File: src/csio_pkg.sv
package csio_pkg;

  localparam int unsigned DATA_W = 8;
  localparam int unsigned REG_AW = 5;
  localparam int unsigned REG_COUNT = 32;
  localparam int unsigned IO_AW = 6;
  localparam int unsigned BIT_AW = 3;

  // I/O space map
  localparam logic [5:0] IO_FLAGS_ADDR = 6'h3F;
  localparam logic [5:0] IO_BIT_LAST = 6'h1F;

  // Status flag bit positions
  localparam int unsigned FLG_I = 7;
  localparam int unsigned FLG_T = 6;
  localparam int unsigned FLG_H = 5;
  localparam int unsigned FLG_S = 4;
  localparam int unsigned FLG_V = 3;
  localparam int unsigned FLG_N = 2;
  localparam int unsigned FLG_Z = 1;
  localparam int unsigned FLG_C = 0;

  // Nibble and sign bit positions inside a data byte
  localparam int unsigned NIB_MSB = 3;
  localparam int unsigned BYTE_MSB = 7;

  localparam logic [7:0] FLAGS_RST = 8'h00;
  localparam logic [7:0] BYTE_ZERO = 8'h00;
  localparam logic [7:0] BIT_ONE = 8'h01;

  typedef enum logic [4:0] {
    CSIO_OP_NOP = 5'h00,
    CSIO_OP_ADD = 5'h01,
    CSIO_OP_ADC = 5'h02,
    CSIO_OP_SUB = 5'h03,
    CSIO_OP_SBC = 5'h04,
    CSIO_OP_AND = 5'h05,
    CSIO_OP_OR = 5'h06,
    CSIO_OP_EOR = 5'h07,
    CSIO_OP_MOV = 5'h08,
    CSIO_OP_LDI = 5'h09,
    CSIO_OP_IN = 5'h0A,
    CSIO_OP_OUT = 5'h0B,
    CSIO_OP_IO_BIT_SET = 5'h0C,
    CSIO_OP_IO_BIT_CLEAR = 5'h0D,
    CSIO_OP_SKIP_IO_ONE = 5'h0E,
    CSIO_OP_SKIP_IO_ZERO = 5'h0F,
    CSIO_OP_BIT_STORE = 5'h10,
    CSIO_OP_BIT_LOAD = 5'h11,
    CSIO_OP_RETURN_HANDLER = 5'h12
  } csio_op_t;

endpackage

File: src/csio_regfile.sv
`timescale 1ns/1ps
`default_nettype none

module csio_regfile (
  input wire logic clk,
  input wire logic [4:0] rd_addr_a,
  input wire logic [4:0] rd_addr_b,
  output logic [7:0] rd_data_a,
  output logic [7:0] rd_data_b,
  input wire logic wr_en,
  input wire logic [4:0] wr_addr,
  input wire logic [7:0] wr_data
);

  logic [7:0] mem_q [csio_pkg::REG_COUNT];

  always_ff @(posedge clk) begin
    if (wr_en) begin
      mem_q[wr_addr] <= wr_data;
    end
  end

  // Write-first bypass lets a dependent op issue right behind its producer
  always_ff @(posedge clk) begin
    if (wr_en && (wr_addr == rd_addr_a)) begin
      rd_data_a <= wr_data;
    end else begin
      rd_data_a <= mem_q[rd_addr_a];
    end
  end

  always_ff @(posedge clk) begin
    if (wr_en && (wr_addr == rd_addr_b)) begin
      rd_data_b <= wr_data;
    end else begin
      rd_data_b <= mem_q[rd_addr_b];
    end
  end

endmodule

`default_nettype wire

File: src/csio_core.sv
// Operation
// [RULE1] Flag bit 7 enables interrupts globally; while clear none is taken.
// [RULE2] Taking an interrupt clears bit 7; return from handler sets it again.
// [RULE3] Bit 6 is a copy bit: bit store fills it, bit load reads it.
// [RULE4] Bit 5 holds the low-nibble carry of arithmetic that updates it.
// [RULE5] Bit 4 always equals negative flag xor overflow flag.
// [RULE6] Bit 3 holds two's complement overflow of updating arithmetic.
// [RULE7] Bit 2 is set for a negative result, cleared otherwise.
// [RULE8] Bit 1 is set for a zero result, cleared otherwise. Here subtract with carry sets it only if it was already set.
// [RULE9] Bit 0 holds the carry of an updating operation.
// [RULE10] Interrupt entry and return never save or restore the flags.
// [RULE11] The flag register sits at I/O location 0x3F.
// [RULE12] I/O load and store move bytes between 32 working registers and I/O.
// [RULE13] Bit set, clear and skip tests act on I/O 0x00 to 0x1F only.
// [RULE14] Bit set or clear rewrites the whole byte, clearing write-one flags.
// [RULE15] Software writes reserved bits as zero and never writes reserved addresses.
// [RULE16] One cycle reads two operands, runs the ALU and writes the result.
// [RULE17] The core runs on the undivided system clock.
// [RULE18] All flag bits, interrupt enable included, are zero after reset.
`timescale 1ns/1ps
`default_nettype none

module csio_core (
  input wire logic REF_CLK,
  input wire logic SRST,
  input wire logic OP_VALID,
  input wire logic [4:0] OP_CODE,
  input wire logic [4:0] OP_DST,
  input wire logic [4:0] OP_SRC,
  input wire logic [7:0] OP_IMM,
  input wire logic [5:0] OP_IO,
  input wire logic [2:0] OP_BIT,
  input wire logic IRQ_REQ,
  input wire logic [7:0] IO_RDATA,
  output logic [7:0] FLAGS,
  output logic [7:0] RESULT,
  output logic RESULT_VALID,
  output logic SKIP,
  output logic IRQ_TAKEN,
  output logic [5:0] IO_ADDR,
  output logic IO_RD,
  output logic [5:0] IO_WADDR,
  output logic [7:0] IO_WDATA,
  output logic IO_WR
);

  // Flags after an add; carries are recovered from operand and result bits
  function automatic logic [7:0] add_flags(
    input logic [7:0] a,
    input logic [7:0] b,
    input logic [7:0] r,
    input logic [7:0] old
  );
    logic [7:0] f;
    f = old;
    f[csio_pkg::FLG_H] = (a[csio_pkg::NIB_MSB] & b[csio_pkg::NIB_MSB]) |
                         (b[csio_pkg::NIB_MSB] & ~r[csio_pkg::NIB_MSB]) |
                         (~r[csio_pkg::NIB_MSB] & a[csio_pkg::NIB_MSB]);
    f[csio_pkg::FLG_V] = (a[csio_pkg::BYTE_MSB] & b[csio_pkg::BYTE_MSB] & ~r[csio_pkg::BYTE_MSB]) |
                         (~a[csio_pkg::BYTE_MSB] & ~b[csio_pkg::BYTE_MSB] & r[csio_pkg::BYTE_MSB]);
    f[csio_pkg::FLG_C] = (a[csio_pkg::BYTE_MSB] & b[csio_pkg::BYTE_MSB]) |
                         (b[csio_pkg::BYTE_MSB] & ~r[csio_pkg::BYTE_MSB]) |
                         (~r[csio_pkg::BYTE_MSB] & a[csio_pkg::BYTE_MSB]);
    f[csio_pkg::FLG_N] = r[csio_pkg::BYTE_MSB];
    f[csio_pkg::FLG_Z] = (r == csio_pkg::BYTE_ZERO);
    return f;
  endfunction

  // Flags after a subtract; borrow sits in the carry bit
  function automatic logic [7:0] sub_flags(
    input logic [7:0] a,
    input logic [7:0] b,
    input logic [7:0] r,
    input logic [7:0] old
  );
    logic [7:0] f;
    f = old;
    f[csio_pkg::FLG_H] = (~a[csio_pkg::NIB_MSB] & b[csio_pkg::NIB_MSB]) |
                         (b[csio_pkg::NIB_MSB] & r[csio_pkg::NIB_MSB]) |
                         (r[csio_pkg::NIB_MSB] & ~a[csio_pkg::NIB_MSB]);
    f[csio_pkg::FLG_V] = (a[csio_pkg::BYTE_MSB] & ~b[csio_pkg::BYTE_MSB] & ~r[csio_pkg::BYTE_MSB]) |
                         (~a[csio_pkg::BYTE_MSB] & b[csio_pkg::BYTE_MSB] & r[csio_pkg::BYTE_MSB]);
    f[csio_pkg::FLG_C] = (~a[csio_pkg::BYTE_MSB] & b[csio_pkg::BYTE_MSB]) |
                         (b[csio_pkg::BYTE_MSB] & r[csio_pkg::BYTE_MSB]) |
                         (r[csio_pkg::BYTE_MSB] & ~a[csio_pkg::BYTE_MSB]);
    f[csio_pkg::FLG_N] = r[csio_pkg::BYTE_MSB];
    f[csio_pkg::FLG_Z] = (r == csio_pkg::BYTE_ZERO);
    return f;
  endfunction

  // Logic ops clear overflow and leave carry and half carry alone
  function automatic logic [7:0] logic_flags(
    input logic [7:0] r,
    input logic [7:0] old
  );
    logic [7:0] f;
    f = old;
    f[csio_pkg::FLG_V] = 1'b0;
    f[csio_pkg::FLG_N] = r[csio_pkg::BYTE_MSB];
    f[csio_pkg::FLG_Z] = (r == csio_pkg::BYTE_ZERO);
    return f;
  endfunction

  function automatic logic bit_addressable(input logic [5:0] io);
    return io <= csio_pkg::IO_BIT_LAST;
  endfunction

  // Ops that must sample an outside I/O register while they execute
  function automatic logic reads_outside_io(
    input csio_pkg::csio_op_t op,
    input logic [5:0] io
  );
    logic r;
    r = 1'b0;
    case (op)
      csio_pkg::CSIO_OP_IN: r = (io != csio_pkg::IO_FLAGS_ADDR);
      csio_pkg::CSIO_OP_IO_BIT_SET,
      csio_pkg::CSIO_OP_IO_BIT_CLEAR,
      csio_pkg::CSIO_OP_SKIP_IO_ONE,
      csio_pkg::CSIO_OP_SKIP_IO_ZERO: r = bit_addressable(io);
      default: r = 1'b0;
    endcase
    return r;
  endfunction

  csio_pkg::csio_op_t issue_op;
  csio_pkg::csio_op_t ex_op_q;
  logic ex_valid_q;
  logic [4:0] ex_dst_q;
  logic [7:0] ex_imm_q;
  logic [5:0] ex_io_q;
  logic [2:0] ex_bit_q;
  logic ex_rd_q;
  logic [7:0] flags_q;
  logic [7:0] flags_d;
  logic [7:0] opnd_a;
  logic [7:0] opnd_b;
  logic [7:0] alu_res;
  logic alu_wb;
  logic io_wr_d;
  logic [7:0] io_wdata_d;
  logic skip_d;
  logic irq_take;
  logic [7:0] bit_mask;
  logic [7:0] result_q;
  logic result_valid_q;
  logic skip_q;
  logic irq_taken_q;
  logic [5:0] io_waddr_q;
  logic [7:0] io_wdata_q;
  logic io_wr_q;

  assign issue_op = csio_pkg::csio_op_t'(OP_CODE);
  assign bit_mask = csio_pkg::BIT_ONE << ex_bit_q;

  // Operands are read at issue so that execute sees both in the same cycle
  csio_regfile u_regfile (
    .clk(REF_CLK),
    .rd_addr_a(OP_DST),
    .rd_addr_b(OP_SRC),
    .rd_data_a(opnd_a),
    .rd_data_b(opnd_b),
    .wr_en(alu_wb),
    .wr_addr(ex_dst_q),
    .wr_data(alu_res)
  );

  // Issue stage; no divider anywhere, every stage advances on each edge
  always_ff @(posedge REF_CLK) begin // [RULE17]
    if (SRST) begin
      ex_valid_q <= 1'b0;
      ex_op_q <= csio_pkg::CSIO_OP_NOP;
      ex_dst_q <= '0;
      ex_imm_q <= csio_pkg::BYTE_ZERO;
      ex_io_q <= '0;
      ex_bit_q <= '0;
      ex_rd_q <= 1'b0;
    end else begin
      ex_valid_q <= OP_VALID;
      ex_op_q <= OP_VALID ? issue_op : csio_pkg::CSIO_OP_NOP;
      ex_dst_q <= OP_DST;
      ex_imm_q <= OP_IMM;
      ex_io_q <= OP_IO;
      ex_bit_q <= OP_BIT;
      ex_rd_q <= OP_VALID && reads_outside_io(issue_op, OP_IO);
    end
  end

  // Interrupt acceptance is gated only by the global enable
  assign irq_take = IRQ_REQ && flags_q[csio_pkg::FLG_I]; // [RULE1]

  // Execute stage: operands in, ALU, result and flags out in one cycle
  always_comb begin // [RULE16]
    flags_d = flags_q;
    alu_res = csio_pkg::BYTE_ZERO;
    alu_wb = 1'b0;
    io_wr_d = 1'b0;
    io_wdata_d = opnd_a;
    skip_d = 1'b0;
    case (ex_op_q)
      csio_pkg::CSIO_OP_ADD: begin
        alu_res = opnd_a + opnd_b;
        flags_d = add_flags(opnd_a, opnd_b, alu_res, flags_q); // [RULE4] [RULE6] [RULE7] [RULE8] [RULE9]
        alu_wb = 1'b1;
      end
      csio_pkg::CSIO_OP_ADC: begin
        alu_res = opnd_a + opnd_b + {7'h00, flags_q[csio_pkg::FLG_C]};
        flags_d = add_flags(opnd_a, opnd_b, alu_res, flags_q); // [RULE4] [RULE9]
        alu_wb = 1'b1;
      end
      csio_pkg::CSIO_OP_SUB: begin
        alu_res = opnd_a - opnd_b;
        flags_d = sub_flags(opnd_a, opnd_b, alu_res, flags_q); // [RULE4] [RULE6] [RULE9]
        alu_wb = 1'b1;
      end
      csio_pkg::CSIO_OP_SBC: begin
        alu_res = opnd_a - opnd_b - {7'h00, flags_q[csio_pkg::FLG_C]};
        flags_d = sub_flags(opnd_a, opnd_b, alu_res, flags_q); // [RULE4] [RULE6] [RULE9]
        // Zero can only survive a chained subtract, so multi-byte compares work
        flags_d[csio_pkg::FLG_Z] = flags_d[csio_pkg::FLG_Z] & flags_q[csio_pkg::FLG_Z]; // [RULE8]
        alu_wb = 1'b1;
      end
      csio_pkg::CSIO_OP_AND: begin
        alu_res = opnd_a & opnd_b;
        flags_d = logic_flags(alu_res, flags_q); // [RULE7] [RULE8]
        alu_wb = 1'b1;
      end
      csio_pkg::CSIO_OP_OR: begin
        alu_res = opnd_a | opnd_b;
        flags_d = logic_flags(alu_res, flags_q); // [RULE7] [RULE8]
        alu_wb = 1'b1;
      end
      csio_pkg::CSIO_OP_EOR: begin
        alu_res = opnd_a ^ opnd_b;
        flags_d = logic_flags(alu_res, flags_q); // [RULE7] [RULE8]
        alu_wb = 1'b1;
      end
      csio_pkg::CSIO_OP_MOV: begin
        alu_res = opnd_b;
        alu_wb = 1'b1;
      end
      csio_pkg::CSIO_OP_LDI: begin
        alu_res = ex_imm_q;
        alu_wb = 1'b1;
      end
      csio_pkg::CSIO_OP_IN: begin
        // The flag register is served locally, all else from outside
        alu_res = (ex_io_q == csio_pkg::IO_FLAGS_ADDR) ? flags_q : IO_RDATA; // [RULE11] [RULE12]
        alu_wb = 1'b1;
      end
      csio_pkg::CSIO_OP_OUT: begin
        if (ex_io_q == csio_pkg::IO_FLAGS_ADDR) begin
          flags_d = opnd_a; // [RULE11]
        end else begin
          io_wr_d = 1'b1; // [RULE12]
        end
      end
      csio_pkg::CSIO_OP_IO_BIT_SET: begin
        // Whole byte goes back, so write-one flags read as set get cleared
        io_wdata_d = IO_RDATA | bit_mask; // [RULE14]
        io_wr_d = bit_addressable(ex_io_q); // [RULE13]
      end
      csio_pkg::CSIO_OP_IO_BIT_CLEAR: begin
        io_wdata_d = IO_RDATA & ~bit_mask; // [RULE14]
        io_wr_d = bit_addressable(ex_io_q); // [RULE13]
      end
      csio_pkg::CSIO_OP_SKIP_IO_ONE: begin
        skip_d = bit_addressable(ex_io_q) && IO_RDATA[ex_bit_q]; // [RULE13]
      end
      csio_pkg::CSIO_OP_SKIP_IO_ZERO: begin
        skip_d = bit_addressable(ex_io_q) && !IO_RDATA[ex_bit_q]; // [RULE13]
      end
      csio_pkg::CSIO_OP_BIT_STORE: begin
        flags_d[csio_pkg::FLG_T] = opnd_a[ex_bit_q]; // [RULE3]
      end
      csio_pkg::CSIO_OP_BIT_LOAD: begin
        alu_res = opnd_a;
        alu_res[ex_bit_q] = flags_q[csio_pkg::FLG_T]; // [RULE3]
        alu_wb = 1'b1;
      end
      csio_pkg::CSIO_OP_RETURN_HANDLER: begin
        // Only the enable comes back; the other flags are software's job
        flags_d[csio_pkg::FLG_I] = 1'b1; // [RULE2] [RULE10]
      end
      default: begin
        flags_d = flags_q;
      end
    endcase
    // Clear beats any same-cycle set so a second interrupt cannot slip in
    if (irq_take) begin
      flags_d[csio_pkg::FLG_I] = 1'b0; // [RULE2]
    end
    // Sign is derived, even on a direct store into the flag register
    flags_d[csio_pkg::FLG_S] = flags_d[csio_pkg::FLG_N] ^ flags_d[csio_pkg::FLG_V]; // [RULE5]
  end

  // Interrupt entry touches the enable only, no flag image is kept
  always_ff @(posedge REF_CLK) begin
    if (SRST) begin
      flags_q <= csio_pkg::FLAGS_RST; // [RULE18]
    end else begin
      flags_q <= flags_d; // [RULE10]
    end
  end

  always_ff @(posedge REF_CLK) begin
    if (SRST) begin
      result_q <= csio_pkg::BYTE_ZERO;
      result_valid_q <= 1'b0;
    end else begin
      result_valid_q <= alu_wb;
      if (alu_wb) begin
        result_q <= alu_res;
      end
    end
  end

  always_ff @(posedge REF_CLK) begin
    if (SRST) begin
      skip_q <= 1'b0;
      irq_taken_q <= 1'b0;
    end else begin
      skip_q <= skip_d;
      irq_taken_q <= irq_take; // [RULE2]
    end
  end

  // Outside writes land one cycle after execute; a read right behind
  // a write to the same outside register sees the old value
  always_ff @(posedge REF_CLK) begin
    if (SRST) begin
      io_wr_q <= 1'b0;
      io_waddr_q <= '0;
      io_wdata_q <= csio_pkg::BYTE_ZERO;
    end else begin
      io_wr_q <= io_wr_d;
      if (io_wr_d) begin
        io_waddr_q <= ex_io_q;
        io_wdata_q <= io_wdata_d;
      end
    end
  end

  assign FLAGS = flags_q;
  assign RESULT = result_q;
  assign RESULT_VALID = result_valid_q;
  assign SKIP = skip_q;
  assign IRQ_TAKEN = irq_taken_q;
  assign IO_ADDR = ex_io_q;
  assign IO_RD = ex_rd_q;
  assign IO_WADDR = io_waddr_q;
  assign IO_WDATA = io_wdata_q;
  assign IO_WR = io_wr_q;

endmodule

`default_nettype wire

File: config.mk
export PLATFORM = sky130hd
export DESIGN_NAME = csio_core
export DESIGN_NICKNAME = d
export VERILOG_FILES = /design/src/csio_pkg.sv /design/src/csio_regfile.sv /design/src/csio_core.sv
export SDC_FILE = /design/constraint.sdc
export NUM_CORES = 1
export LEC_CHECK = 0
export ABC_CLOCK_PERIOD_IN_PS = 7400
export BUFFER_PORTS_ARGS = -buffer_cell sky130_fd_sc_hd__buf_4
export CORE_ASPECT_RATIO = 0.5
export CORE_MARGIN = 2
export CORE_UTILIZATION = 52
export CTS_CLUSTER_SIZE = 14
export DETAILED_ROUTE_END_ITERATION = 12
export PLACE_DENSITY_LB_ADDON = 0.2
export SETUP_SLACK_MARGIN = 0.05
export SYNTH_ARGS = -nofsm -noshare
export SYNTH_HDL_FRONTEND = slang
export SYNTH_SLANG_ARGS = --single-unit
File: constraint.sdc
create_clock -name REF_CLK -period 7.4 [get_ports REF_CLK]
set_input_delay 1.48 -clock REF_CLK [delete_from_list [all_inputs] [get_ports REF_CLK]]
set_output_delay 1.48 -clock REF_CLK [all_outputs]
set_load 0.02 [all_outputs]
==> impl_metrics.env <==
export IMPL_outcome="finished clean"
export IMPL_die_x_um=259
export IMPL_syn_area_sq_um=16900
export IMPL_hold_path_cell_count=2
export IMPL_grt_util_all_layers_pct=29.6
export IMPL_cts_tree="done"
export IMPL_cp_common_cell="nand3_1"
export IMPL_synth_ff_latch_count=328
export IMPL_syn_nets=1271
export IMPL_worstSetupStartpointType="register"
export IMPL_layout_setup_ws_ns=0.735
export IMPL_cp_num_cells=17
export IMPL_path_class="register to register"
export IMPL_wl_per_cell_um=29.0
export IMPL_slowest_delay_ns=0.76
export IMPL_die_area_sq_um=34000
export IMPL_finalPower_w=0.00451
export IMPL_drcViolationCount=0
export IMPL_portBuffers=84
export IMPL_drtAntennaViolNets=0
export IMPL_cp_max_fo=38
export IMPL_insertion_delay_ns=0.60
export IMPL_setup_tns_ns=0
export IMPL_critPathBufInv=3
export IMPL_drive_above_1_share_pct=25.3
export IMPL_worst_ir_drop_vdd_uv=196
export IMPL_yosysSeqAreaShare_pct=54.1
export IMPL_crit_chain="buf_4 -> buf_4 -> mux2i_1 -> a22oi_1 -> nand3_1 -> nand3_1 -> inv_1 -> ha_1 -> nand3_1 -> and2_1 -> fa_1 -> nor3_1 -> nor3b_1 -> xnor2_1 -> o21ai_0 -> nor3_1 -> nand2_1"
export IMPL_drtIter0Drc=1724
export IMPL_rows=46
export IMPL_tightest_slew_ns=1.18
export IMPL_synth_ff_type="edfxtp_1"
export IMPL_syn2layout_area_growth_pct=12.4
export IMPL_placed_area_sq_um=18100
export IMPL_yosysMostFrequentCell="edfxtp_1"
export IMPL_grt_first_pass_wirelength_um=73900
export IMPL_cp_slowest_cell="dfxtp_4"
export IMPL_required_ns=7.47
export IMPL_setup_viol=0
export IMPL_relSlewSlack_pct=21.3
export IMPL_vias_per_cell=6.67
export IMPL_postCtsSetupBuffers=0
export IMPL_cts_resized=0
export IMPL_firstDrtPassIters=9
export IMPL_synth_area_leaders="edfxtp_1 46%, mux4_2 19%, dfxtp_1 8.5%"
export IMPL_ys_async_sr_fraction_pct=0
export IMPL_vias=11481
export IMPL_fin_nets=1347
export IMPL_grt_max_degree=58
export IMPL_ff2ff_path_depth=17
export IMPL_place_congestion=1.01
export IMPL_fin_hold_ws_ns=0.497
export IMPL_ff2ff_setup_slack_ns=0.73
export IMPL_p_sw_w=0.00129
export IMPL_path_clk_slew_ns=0.07
export IMPL_internal_power_w=0.00321
export IMPL_cts_sinks=328
export IMPL_core_area_sq_um=31800
export IMPL_synth_avg_cell_area_sq_um=14.2
export IMPL_multiInputGateArea_sq_um=7380
export IMPL_seqPwrFrac_pct=47.3
export IMPL_power_switching_fraction_pct=28.7
export IMPL_io_pin_count=85
export IMPL_yosysWarnings=0
export IMPL_power_leakage_nw=6.62
export IMPL_synth_edff_count=256
export IMPL_final_area_sq_um=19000
export IMPL_hold_start="IO_WDATA[2]"
export IMPL_holdCritPathClass="register to register"
export IMPL_max_cap_viol_count=0
export IMPL_fin_crit_sh_pct=90.1
export IMPL_clock_power_share_pct=33.2
export IMPL_skew_ns=0.0224
export IMPL_critical_path_top_delay_family="simple AND/OR/NAND/NOR gates"
export IMPL_power_density_nw_per_um2=238
export IMPL_routed_wirelength_um=49900
export IMPL_synth_distinct_cells=67
export IMPL_gr_total_overflow=0
export IMPL_critPathArrivalTime_ns=6.74
export IMPL_fill_cells=2456
export IMPL_cts_root_buf="clkbuf_16"
export IMPL_synth_top_area_share_pct=45.5
export IMPL_ctsHoldBuffers=0
export IMPL_first_global_vias=11304
export IMPL_hpwlAfterDp_um=35500
export IMPL_antenna_cells=0
export IMPL_min_period_ns=6.67
export IMPL_cts_made_buffers=29
export IMPL_netlist_instances=1191
export IMPL_area_sequential_sq_um=9140
export IMPL_finalMaxSlewViolations=0
export IMPL_htreeDepth=1
export IMPL_yosys_area_top_type="edfxtp_1"
export IMPL_die_h_um=131
export IMPL_antenna_found_initial=0
export IMPL_clk_path_buf_depth=3
export IMPL_rsz0062_at_grt="false"
export IMPL_timing_rr_end="u_regfile.mem_q[16][5]"
export IMPL_synthTopCellsByCount="256 x edfxtp_1, 139 x mux4_2, 119 x nor2_1"
export IMPL_cp_end_kind="register"
export IMPL_initial_core_util_pct=53.1
export IMPL_p_comb_share_pct=19.5
export IMPL_pre_cts_ws_ns=0.865
export IMPL_hold_end="IO_WDATA[2]"
export IMPL_final_hold_viol_count=0
export IMPL_fmax_ghz=0.150
-- logic make-up after synthesis --
group           after synthesis  share of synthesized area [%]
simple gates                331                           9.51
mux                         224                           23.7
flops                       328                           54.1
buf+inv                      96                           2.38
compound gates              158                           6.52
xor+xnor                     18                          0.934
fa+ha+maj                    36                           2.93
-- stage by stage --
| step | util, % | instances |
|---|---|---|
| after floorplan | - | 1191 |
| after global placement | 56.7 | 1668 |
| after detailed placement | 56.7 | 1668 |
| after CTS | 59.6 | 1722 |
| after global routing | 59.6 | 1722 |
| final | 59.6 | 1722 |
-- flip-flops by register name (all words and copies together), names as in the netlist, 3 cells and up, named ones only --
signal           cells
FLAGS                8
IO_ADDR              6
IO_WADDR             6
IO_WDATA             8
RESULT               8
ex_bit_q             3
ex_dst_q             5
ex_imm_q             8
ex_op_q              5
u_regfile.mem_q    256
-- power by group through the flow --
stage,clock [W],sequential (W),combinational (W)
after global routing,0.00158,0.00214,0.000934
after detailed placement,0,0.00217,0.000860
final,0.00150,0.00213,0.000877
after CTS,0.00151,0.00213,0.000863
after global placement,0,0.00217,0.000862
after floorplan,0,0.00216,0.000555
-- worst min-delay path, stage by stage, from the launching register on --
cell     delay [ns]
dfxtp_1        0.33
a21oi_1        0.06
nor2_1         0.08
-- layout by cell type, fill, tap and decap left out, types with 4 or more instances in the layout --
cell type / Yosys / routed
clkbuf_16: 0 / 30
a22oi_1: 16 / 16
nor3_1: 23 / 22
nor2_1: 119 / 118
xor2_1: 7 / 7
nand2b_1: 6 / 6
xnor2_1: 11 / 11
dfxtp_1: 72 / 68
buf_4: 1 / 117
a211oi_1: 14 / 14
nand3_1: 19 / 19
mux4_2: 139 / 139
nor4_1: 5 / 5
nand3b_1: 7 / 7
a221oi_1: 10 / 10
o21ai_0: 19 / 19
mux2_2: 7 / 7
nor2b_1: 34 / 34
inv_1: 21 / 22
a21oi_1: 36 / 36
clkbuf_1: 47 / 13
mux2i_1: 77 / 77
or3b_2: 5 / 5
and2_1: 11 / 11
a31oi_1: 6 / 6
o211ai_1: 7 / 7
nor3b_1: 7 / 7
o22ai_1: 9 / 9
edfxtp_1: 256 / 256
ha_1: 30 / 30
nand4_1: 10 / 10
fa_1: 6 / 6
nand2_1: 64 / 64
clkbuf_8: 0 / 4
or3_1: 10 / 10
-- layout make-up --
type                            instances  area share (%)
Inverter                               22           0.435
Clock buffer                           47            4.50
Clock inverter                          7           0.290
Timing Repair Buffer                  119            4.84
Tap cell                              432            2.85
Sequential cell                       328            48.2
Multi-Input combinational cell        767            38.9
-- worst max path at each step --
stage | endpoint | slack, ns
after floorplan | u_regfile.mem_q[0][7] | 1.67
after global placement | u_regfile.mem_q[28][5] | 0.99
after detailed placement | u_regfile.mem_q[28][5] | 0.87
after CTS | u_regfile.mem_q[4][5] | 0.86
after global routing | u_regfile.mem_q[20][5] | 0.34
final | u_regfile.mem_q[16][5] | 0.73
-- metal layers --
layer	wire length (um)	vias up	part of all wire, %	GRT usage (%)
met3	5170	93	10	4.80
met4	1150	0	2.3	6.33
met1	19700	5817	39	42.1
met2	23900	699	48	48.4
met5	0	-	0	0
li1	-	4872	-	-
No activity file was read; power rests on OpenSTA's default activity.
